==> config.mk <==
export PLATFORM = sky130hd
export DESIGN_NAME = fragment_rop
export DESIGN_NICKNAME = d
export VERILOG_FILES = /design/src/hdl/rop_pkg.sv /design/src/hdl/fragment_rop.sv
export VERILOG_INCLUDE_DIRS = /design/src /design/src/hdl
export SDC_FILE = /design/constraint.sdc
export NUM_CORES = 1
export LEC_CHECK = 0
export CAP_MARGIN = 15
export CORE_AREA = 2 2 323 325
export DETAILED_ROUTE_END_ITERATION = 8
export DIE_AREA = 0 0 325 327
export DONT_BUFFER_PORTS = 1
export RECOVER_POWER = 100
export SYNTH_ARGS = -nofsm -noshare
export SYNTH_HDL_FRONTEND = slang
export SYNTH_SLANG_ARGS = --single-unit
==> constraint.sdc <==
create_clock -name pclk -period 4.95 [get_ports pclk]
set_input_delay 0.7425 -clock pclk [delete_from_list [all_inputs] [get_ports pclk]]
set_output_delay 0.7425 -clock pclk [all_outputs]
set_load 0.1 [all_outputs]
==> src/hdl/rop_cfg.svh <==
// register map, field positions, reset values and selector codes of the raster-op stage
// assumes: included by bare name from the design file and the testbench
`ifndef ROP_CFG_SVH
`define ROP_CFG_SVH
`define OFF_CTRL 12'h000
`define OFF_TARGET 12'h004
`define OFF_OBJECT 12'h008
`define OFF_ALLOC 12'h00c
`define OFF_STATUS 12'h010
`define CTRL_INDEX_BIT 0
`define CTRL_COLOR_BIT 1
`define CTRL_BLEND_BIT 2
`define CTRL_MSAA_BIT 3
`define CTRL_FLOAT_BIT 4
`define CTRL_ROP_LSB 8
`define CTRL_ROP_MSB 11
`define ALLOC_MASK_MSB 3
`define ALLOC_XCNT_LSB 8
`define ALLOC_XCNT_MSB 12
`define ST_BAD_OP 0
`define ST_BAD_VAL 1
`define ST_BAD_ENUM 2
`define ALLOC_MASK_RST 4'hf
`define ALLOC_XCNT_RST 5'h00
`define ROP_RST 4'h3
`define TGT_NONE 8'h00
`define TGT_FL 8'h01
`define TGT_FR 8'h02
`define TGT_BL 8'h03
`define TGT_BR 8'h04
`define TGT_FRONT 8'h05
`define TGT_BACK 8'h06
`define TGT_LEFT 8'h07
`define TGT_RIGHT 8'h08
`define TGT_FAB 8'h09
`define TGT_EXTRA0 8'h10
`define TGT_ATTACH0 8'h20
`define TGT_BASE_MASK 8'hf0
`define TGT_N_MASK 8'h0f
`endif

==> src/hdl/rop_pkg.sv <==
// types shared by the raster-op stage
// assumes: rop_cfg.svh on the include path
package rop_pkg;
  // order is the encoding: code k is the k-th function, so the code is its own truth table
  typedef enum logic [3:0] {
    ROP_ZERO, ROP_AND, ROP_AND_NOT_D, ROP_COPY, ROP_NOT_S_AND, ROP_KEEP, ROP_XOR, ROP_OR,
    ROP_NOR, ROP_XNOR, ROP_NOT_D, ROP_OR_NOT_D, ROP_NOT_S, ROP_NOT_S_OR, ROP_NAND, ROP_ONES
  } rop_fn_t;
  typedef logic [7:0] target_code_t;
endpackage

==> src/hdl/fragment_rop.sv <==
// fragment raster-op stage: logic function, per-sample update, resolve, target selection
// assumes: APB master on pclk; upstream delivers stored sample values and test results with
// each fragment; downstream accepts one write bundle per wr_valid/wr_ready handshake
//
// Overview of operation
// - combine fragment value with stored value by selected function, write result back
// - separate enables for index and colour logic functions
// - colour logic function enabled means blending is bypassed
// - float destination: no logic function, blending still suppressed
// - each fragment colour is combined with its own target buffer
// - function applied per index buffer and per colour component
// - selector resets to copy, both enables cleared
// - sixteen bitwise functions of source and destination
// - target none leaves multisample and colour buffers unchanged
// - multisample on with sample buffer: operations run per sample
// - a failed test ends only that sample
// - operations run on a sample only when its coverage bit is one
// - multisample off: full coverage, centre test, stencil written everywhere
// - centre pass writes all depth and colour samples, fail writes none
// - samples merged into one value written to the selected buffers
// - merge is a plain per-component average
// - single-target command sets colour zero, others become none
// - default selectors name zero, one, two or four buffers
// - extra buffer n is base plus n, below extra buffer count
// - object selector is attach point base plus n, initially point zero
// - default framebuffer, no allocated buffer named: bad operation error
// - object bound with default code: bad operation; index at or above limit: bad value
`timescale 1ns/100ps
`default_nettype none
`include "rop_cfg.svh"
module fragment_rop #(
  parameter int COLORS = 2,
  parameter int SAMPLES = 4,
  parameter int CW = 8,
  parameter int SAMPLE_BUFFERS = 1,
  parameter int ATTACH_LIMIT = 4
) (
  input wire logic pclk,
  input wire logic presetn,
  input wire logic psel,
  input wire logic penable,
  input wire logic pwrite,
  input wire logic [11:0] paddr,
  input wire logic [31:0] pwdata,
  output logic [31:0] prdata,
  output logic pready,
  output logic pslverr,
  input wire logic frag_valid,
  output logic frag_ready,
  input wire logic frag_index_mode,
  input wire logic [15:0] frag_x,
  input wire logic [15:0] frag_y,
  input wire logic [COLORS-1:0][3:0][CW-1:0] frag_src,
  input wire logic [COLORS-1:0][SAMPLES-1:0][3:0][CW-1:0] frag_dst,
  input wire logic [SAMPLES-1:0] frag_coverage,
  input wire logic [SAMPLES-1:0] frag_test_pass,
  input wire logic frag_center_pass,
  output logic wr_valid,
  input wire logic wr_ready,
  output logic [15:0] wr_x,
  output logic [15:0] wr_y,
  output logic [COLORS-1:0] wr_color_en,
  output rop_pkg::target_code_t [COLORS-1:0] wr_target,
  output logic [COLORS-1:0][SAMPLES-1:0][3:0][CW-1:0] wr_sample,
  output logic [COLORS-1:0][SAMPLES-1:0] wr_sample_mask,
  output logic [SAMPLES-1:0] wr_depth_mask,
  output logic [SAMPLES-1:0] wr_stencil_mask,
  output logic [COLORS-1:0][3:0][CW-1:0] wr_resolved,
  output logic blend_active
);
  import rop_pkg::*;

  localparam int SW = CW + $clog2(SAMPLES);

  logic index_en_reg, color_en_reg, blend_en_reg, msaa_en_reg, dest_float_reg;
  rop_fn_t rop_reg;
  logic [7:0] object_id_reg;
  logic [3:0] alloc_mask_reg;
  logic [4:0] extra_count_reg;
  logic [2:0] err_reg;
  target_code_t [COLORS-1:0] target_reg;

  // ---------------- APB slave: zero wait states ----------------
  logic acc, wr_acc, hit;
  assign acc = psel & penable;
  assign wr_acc = acc & pwrite;
  assign pready = 1'b1;
  assign hit = paddr == `OFF_CTRL || paddr == `OFF_TARGET || paddr == `OFF_OBJECT ||
               paddr == `OFF_ALLOC || paddr == `OFF_STATUS;
  assign pslverr = acc & ~hit;

  always_comb begin
    prdata = 32'h0000_0000;
    case (paddr)
      `OFF_CTRL: begin
        prdata[`CTRL_INDEX_BIT] = index_en_reg;
        prdata[`CTRL_COLOR_BIT] = color_en_reg;
        prdata[`CTRL_BLEND_BIT] = blend_en_reg;
        prdata[`CTRL_MSAA_BIT] = msaa_en_reg;
        prdata[`CTRL_FLOAT_BIT] = dest_float_reg;
        prdata[`CTRL_ROP_MSB:`CTRL_ROP_LSB] = rop_reg;
      end
      `OFF_TARGET: prdata[7:0] = target_reg[0];
      `OFF_OBJECT: prdata[7:0] = object_id_reg;
      `OFF_ALLOC: begin
        prdata[`ALLOC_MASK_MSB:0] = alloc_mask_reg;
        prdata[`ALLOC_XCNT_MSB:`ALLOC_XCNT_LSB] = extra_count_reg;
      end
      `OFF_STATUS: prdata[2:0] = err_reg;
      default: prdata = 32'h0000_0000;
    endcase
  end

  // legacy_rop_enable is the same bit as index_rop_enable, so one register holds both
  always_ff @(posedge pclk or negedge presetn) begin
    if (!presetn) begin
      index_en_reg <= 1'b0;
      color_en_reg <= 1'b0;
      blend_en_reg <= 1'b0;
      msaa_en_reg <= 1'b0;
      dest_float_reg <= 1'b0;
      rop_reg <= rop_fn_t'(`ROP_RST);
    end else if (wr_acc && paddr == `OFF_CTRL) begin
      index_en_reg <= pwdata[`CTRL_INDEX_BIT];
      color_en_reg <= pwdata[`CTRL_COLOR_BIT];
      blend_en_reg <= pwdata[`CTRL_BLEND_BIT];
      msaa_en_reg <= pwdata[`CTRL_MSAA_BIT];
      dest_float_reg <= pwdata[`CTRL_FLOAT_BIT];
      rop_reg <= rop_fn_t'(pwdata[`CTRL_ROP_MSB:`CTRL_ROP_LSB]);
    end
  end

  always_ff @(posedge pclk or negedge presetn) begin
    if (!presetn) begin
      alloc_mask_reg <= `ALLOC_MASK_RST;
      extra_count_reg <= `ALLOC_XCNT_RST;
    end else if (wr_acc && paddr == `OFF_ALLOC) begin
      alloc_mask_reg <= pwdata[`ALLOC_MASK_MSB:0];
      extra_count_reg <= pwdata[`ALLOC_XCNT_MSB:`ALLOC_XCNT_LSB];
    end
  end

  always_ff @(posedge pclk or negedge presetn) begin
    if (!presetn) object_id_reg <= 8'h00;
    else if (wr_acc && paddr == `OFF_OBJECT) object_id_reg <= pwdata[7:0];
  end

  // ---------------- target selection check ----------------
  // returns {br, bl, fr, fl} named by a default-framebuffer code
  function automatic logic [3:0] quad_of(input target_code_t c);
    case (c)
      `TGT_FL: quad_of = 4'h1;
      `TGT_FR: quad_of = 4'h2;
      `TGT_BL: quad_of = 4'h4;
      `TGT_BR: quad_of = 4'h8;
      `TGT_FRONT: quad_of = 4'h3;
      `TGT_BACK: quad_of = 4'hc;
      `TGT_LEFT: quad_of = 4'h5;
      `TGT_RIGHT: quad_of = 4'ha;
      `TGT_FAB: quad_of = 4'hf;
      default: quad_of = 4'h0;
    endcase
  endfunction

  target_code_t cmd;
  logic cmd_go, is_quad, is_extra, is_attach, bad_op, bad_val, bad_enum, cmd_ok;
  logic [3:0] cmd_n;
  assign cmd = pwdata[7:0];
  assign cmd_go = wr_acc && paddr == `OFF_TARGET;
  assign cmd_n = cmd[3:0];
  assign is_quad = quad_of(cmd) != 4'h0;
  assign is_extra = (cmd & `TGT_BASE_MASK) == `TGT_EXTRA0;
  assign is_attach = (cmd & `TGT_BASE_MASK) == `TGT_ATTACH0;

  always_comb begin
    bad_op = 1'b0;
    bad_val = 1'b0;
    bad_enum = 1'b0;
    if (cmd == `TGT_NONE) begin
      bad_op = 1'b0;
    end else if (object_id_reg == 8'h00) begin
      if (is_quad) bad_op = (quad_of(cmd) & alloc_mask_reg) == 4'h0;
      else if (is_extra) bad_op = {1'b0, cmd_n} >= extra_count_reg;
      else bad_enum = 1'b1;
    end else begin
      if (is_quad || is_extra) bad_op = 1'b1;
      else if (is_attach) bad_val = 32'(cmd_n) >= ATTACH_LIMIT;
      else bad_enum = 1'b1;
    end
  end
  assign cmd_ok = ~(bad_op | bad_val | bad_enum);

  // a rejected command leaves the selection as it was
  always_ff @(posedge pclk or negedge presetn) begin
    if (!presetn) begin
      for (int c = 0; c < COLORS; c++) target_reg[c] <= `TGT_NONE;
      target_reg[0] <= `TGT_BACK;
    end else if (wr_acc && paddr == `OFF_OBJECT) begin
      for (int c = 1; c < COLORS; c++) target_reg[c] <= `TGT_NONE;
      target_reg[0] <= (pwdata[7:0] != 8'h00) ? `TGT_ATTACH0 : `TGT_BACK;
    end else if (cmd_go && cmd_ok) begin
      for (int c = 1; c < COLORS; c++) target_reg[c] <= `TGT_NONE;
      target_reg[0] <= cmd;
    end
  end

  // error flags are sticky, write one to clear; a new error in the clearing cycle stays set
  always_ff @(posedge pclk or negedge presetn) begin
    if (!presetn) begin
      err_reg <= 3'h0;
    end else begin
      err_reg <= (err_reg & ~((wr_acc && paddr == `OFF_STATUS) ? pwdata[2:0] : 3'h0)) |
                 ({bad_enum, bad_val, bad_op} & {3{cmd_go}});
    end
  end

  // ---------------- per-sample datapath ----------------
  logic rop_on, per_sample, take;
  logic [SAMPLES-1:0] run_mask, depth_next, sten_next;
  logic [COLORS-1:0][SAMPLES-1:0][3:0][CW-1:0] samp_next;
  logic [COLORS-1:0][SAMPLES-1:0] mask_next;
  logic [COLORS-1:0][3:0][CW-1:0] res_next;

  assign take = frag_valid & frag_ready;
  assign frag_ready = ~wr_valid | wr_ready;
  assign rop_on = (frag_index_mode ? index_en_reg : color_en_reg) & ~dest_float_reg;
  assign blend_active = blend_en_reg & ~color_en_reg;
  assign per_sample = msaa_en_reg && SAMPLE_BUFFERS == 1;

  always_comb begin
    if (target_reg[0] == `TGT_NONE) begin
      run_mask = '0;
      sten_next = '0;
      depth_next = '0;
    end else if (per_sample) begin
      run_mask = frag_coverage & frag_test_pass;
      sten_next = frag_coverage;
      depth_next = frag_coverage & frag_test_pass;
    end else begin
      run_mask = {SAMPLES{frag_center_pass}};
      sten_next = '1;
      depth_next = {SAMPLES{frag_center_pass}};
    end
  end

  genvar gc, gs, gk, gb;
  generate
    for (gc = 0; gc < COLORS; gc++) begin : g_col
      for (gk = 0; gk < 4; gk++) begin : g_comp
        logic [SW-1:0] sum;
        always_comb begin
          sum = '0;
          for (int s = 0; s < SAMPLES; s++) sum = sum + SW'(samp_next[gc][s][gk]);
        end
        // plain average; no linearisation is done for sRGB contents
        assign res_next[gc][gk] = CW'(sum >> $clog2(SAMPLES));
      end
      for (gs = 0; gs < SAMPLES; gs++) begin : g_smp
        assign mask_next[gc][gs] = run_mask[gs] & (target_reg[gc] != `TGT_NONE);
        for (gk = 0; gk < 4; gk++) begin : g_cmp
          for (gb = 0; gb < CW; gb++) begin : g_bit
            logic s_b, d_b, r_b;
            assign s_b = frag_src[gc][gk][gb];
            assign d_b = frag_dst[gc][gs][gk][gb];
            assign r_b = rop_on ? rop_reg[{~s_b, ~d_b}] : s_b;
            assign samp_next[gc][gs][gk][gb] = mask_next[gc][gs] ? r_b : d_b;
          end
        end
      end
    end
  endgenerate

  always_ff @(posedge pclk or negedge presetn) begin
    if (!presetn) wr_valid <= 1'b0;
    else if (frag_ready) wr_valid <= frag_valid;
  end

  always_ff @(posedge pclk or negedge presetn) begin
    if (!presetn) begin
      wr_x <= 16'h0000;
      wr_y <= 16'h0000;
      wr_color_en <= '0;
      wr_target <= '0;
      wr_sample <= '0;
      wr_sample_mask <= '0;
      wr_depth_mask <= '0;
      wr_stencil_mask <= '0;
      wr_resolved <= '0;
    end else if (take) begin
      wr_x <= frag_x;
      wr_y <= frag_y;
      for (int c = 0; c < COLORS; c++) wr_color_en[c] <= target_reg[c] != `TGT_NONE;
      wr_target <= target_reg;
      wr_sample <= samp_next;
      wr_sample_mask <= mask_next;
      wr_depth_mask <= depth_next;
      wr_stencil_mask <= sten_next;
      wr_resolved <= res_next;
    end
  end
endmodule
`default_nettype wire

==> metrics.md <==
| Metric | Value |
|---|---|
| Count of nets after finishing | between 3000 and 4000 |
| CTS Buffer Depth | 3 |
| Die area | ~110000 µm² |
| Crit start category | flop |
| Initial core utilization | 24.8% |
| Synth area leader | dfrtp_1 |
| Worst Skew | roughly 0.033 ns |
| Top cells by count, synth | 807 x nand2_1, 403 x dfrtp_1, 248 x o21ai_0 |
| Top Ports | about 840 |
| CP Class | flop to flop |
| DRC | 0 |
| CTS tree | yes |
| Drt total wl | about 100 mm |
| Core region area | approximately 100000 µm² |
| WP data arrival | roughly 5.1 ns |
| TritonCTS buffer count | just over 50 |
| Worst vdd ir | 326 µV |
| Min Tclk post-route | about 4.7 ns |
| Initial antenna violation count | 9 |
| Area after DPL | ~28000 µm² |
| Post-Syn Area | ~25000 µm² |
| Largest registers | wr_sample: 256 flops, wr_resolved: 64 flops |
| Avg WL per Cell | about 24 µm |
| Die extent in y | approximately 330 µm |
| Final Max Tran Viols | 44 |
| Synth top area share | 39.6% |
| Seq cells post-synth | roughly 410 |
| Register area share after synthesis | between 40% and 50% |
| Site Rows | around 120 |
| Slew headroom | -33.3% |
| Top-count cell post-synth | nand2_1 |
| Maxcap violations | 9 |
| Pre-Repair DR Iteration Count | 6 |
| Post-DP HPWL | 81.6 mm |
| Post-synthesis async set-or-reset flop share | 100% |
| Finish-stage setup viols | 0 |
| Max reg flops | between 200 and 300 |
| Vias post-DR | ~21000 |
| Number of flops mapped to enable cells by yosys | 0 |
| Power density cells | roughly 520 nW/µm² |
| DRT antenna net count | 0 |
| Synthesized instance count | 2874 |
| Clk_lat worst skew | 0.64 ns |
| Worst Tran Pin Value | approximately 2 ns |
| CTS HTree Levels | 2 |
| Post-route worst setup slack | 0.297 ns |
| Synth warn | 0 |
| Hold Slack | -0.178 ns |
| Worst path required time | between 5 and 6 ns |
| Vias in the first global route | between 20000 and 25000 |
| First-pass GRT wire length | about 150 mm |
| Crit share post-route | 94.0% |
| Synth Flop Type | dfrtp_1 |
| Status | finished, violations left |
| Global placement routability congestion | ~0.96 |
| Fmax | approximately 0.21 GHz |
| Port Buffers | 0 |
| Failing checks | negative hold slack, max-capacitance violations, max-slew violations |
| CP Capture Type | flop |
| Die width | approximately 330 µm |
| CTS root buf | clkbuf_16 |
| Clock Sinks | roughly 410 |
| Cells taking the most area after synthesis | dfrtp_1 40%, nand2_1 12%, fa_1 10% |
| Final hold viol count | 140 |
| Leakage | between 10 and 15 nW |
| Tot GR Track Use | 18.9% |
| Dpl ws | -0.0439 ns |
| Design area | approximately 30000 µm² |
| Mean Syn Cell Area | between 8 and 9 µm² |
| HP Class | input port to async pin |
| Vias/cell | between 4 and 5 |
| Pin count of the biggest net entering global routing | roughly 410 |
| Drt first-iter violations | ~1700 |
| Area growth syn-to-layout | 16.2% |
| Setup_tns | 0 ns |
| Crit Path Max Fanout | 16 |
| Layout cells sized above 1 | 12.7% |
| Overflow after GRT | 0 |
| Synth unique cells | 75 |
| Clock-pin slew on the worst setup and hold paths | 0.07 ns |
| Largest Register | wr_sample |
[report_power, final]
group          total (mW)  internal, mW  switching, mW  leakage, nW
registers            8.44          3.82           4.62         5.10
logic                2.89          1.15           1.74         7.65
clock network        4.08          2.42           1.66        0.865
total                15.4          7.39           8.03         13.6
[area by class of cell]
| type | instances | area [µm²] |
|---|---|---|
| Clock buffer | 68 | 1430 |
| Sequential cell | 411 | 10300 |
| Fill cell | 10936 | 73300 |
| Antenna cell | 3 | 7.51 |
| Multi-Input combinational cell | 2166 | 14100 |
| Clock inverter | 25 | 393 |
| Tap cell | 1380 | 1730 |
| Timing Repair Buffer | 141 | 1160 |
| Inverter | 143 | 537 |
[cells by family after synthesis]
group,after synthesis,synth area share [%]
adder cells (fa/ha/maj),188,13.0
multiplexers,178,7.71
other,2,0.0295
buffers and inverters,328,5.50
AO/OA/AOI/OAI,547,12.6
flip-flops,411,40.4
AND/OR/NAND/NOR,1186,19.6
XOR/XNOR,34,1.17
[layout by cell type (no fill, tap or decap), types with 10 or more instances in the layout]
cell	synthesis	routed
dfrtp_1	403	401
a31oi_1	21	21
nor3_1	23	23
a2bb2oi_1	17	10
mux2i_1	68	68
conb_1	2	33
a21oi_2	1	11
nand2_1	807	805
fa_1	128	128
clkbuf_16	0	51
a21oi_1	111	98
buf_4	40	93
nand2b_1	13	13
xnor2_1	16	16
and3_1	25	26
xor2_1	18	18
nand3_1	66	65
mux2_2	106	105
nor2_1	167	157
ha_1	60	60
clkbuf_1	124	33
nor2b_1	22	22
inv_1	142	142
o22ai_1	25	25
o31ai_1	18	16
a21o_1	13	12
o21ai_1	18	14
buf_12	0	14
o21ai_0	248	252
[routing by layer]
| metal | share of wire [%] | track usage, % |
|---|---|---|
| met5 | 0.069 | 0 |
| met4 | 3.7 | 6.74 |
| met3 | 13 | 9.09 |
| met2 | 47 | 31.0 |
| met1 | 37 | 21.5 |
[final timing paths]
path | start | to | depth (start not counted) | slack [ns]
worst min-delay path | presetn | wr_sample[242] | 0 | -0.18
max in group asynchronous | presetn | rop_reg[3] | 0 | 4.00
worst min register to register | err_reg[0] | err_reg[0] | 1 | 0.48
min in group pclk | frag_valid | wr_valid | 1 | 0.21
worst max-delay path | target_reg[6] | wr_resolved[30] | 18 | 0.30
worst max register to register | target_reg[6] | wr_resolved[30] | 18 | 0.30
[metrics by stage]
step,power [mW],instances,utilization [%]
finish,15.4,4337,28.8
global placement,11.4,4240,27.1
CTS,15.6,4333,28.9
detailed placement,11.4,4240,27.1
global route,16.1,4336,28.8
floorplan,10.3,2905,-
[timing repair]
item,4_1_cts,5_1_grt
setup endpoints to repair,0,15
endpoints found under the hold margin,403,401
setup buffers,0,1
gates resized for setup,0,28
[worst max-delay path, cell delays in order, from the launching register on]
cell and delay (ns):
dfrtp_1 0.42, or4_4 0.57, nor2_4 0.13, buf_12 0.14, a21oi_4 0.05, buf_12 0.17
nand3_1 0.09, o21ai_0 0.09, a21oi_1 0.32, fa_1 0.50, fa_1 0.47, ha_1 0.34
a21oi_1 0.19, nor2b_1 0.06, o21ai_0 0.19, nand3_1 0.14, o31ai_2 0.23, xor2_1 0.27
o21ai_0 0.11
Power figures use the tool's default switching activity.
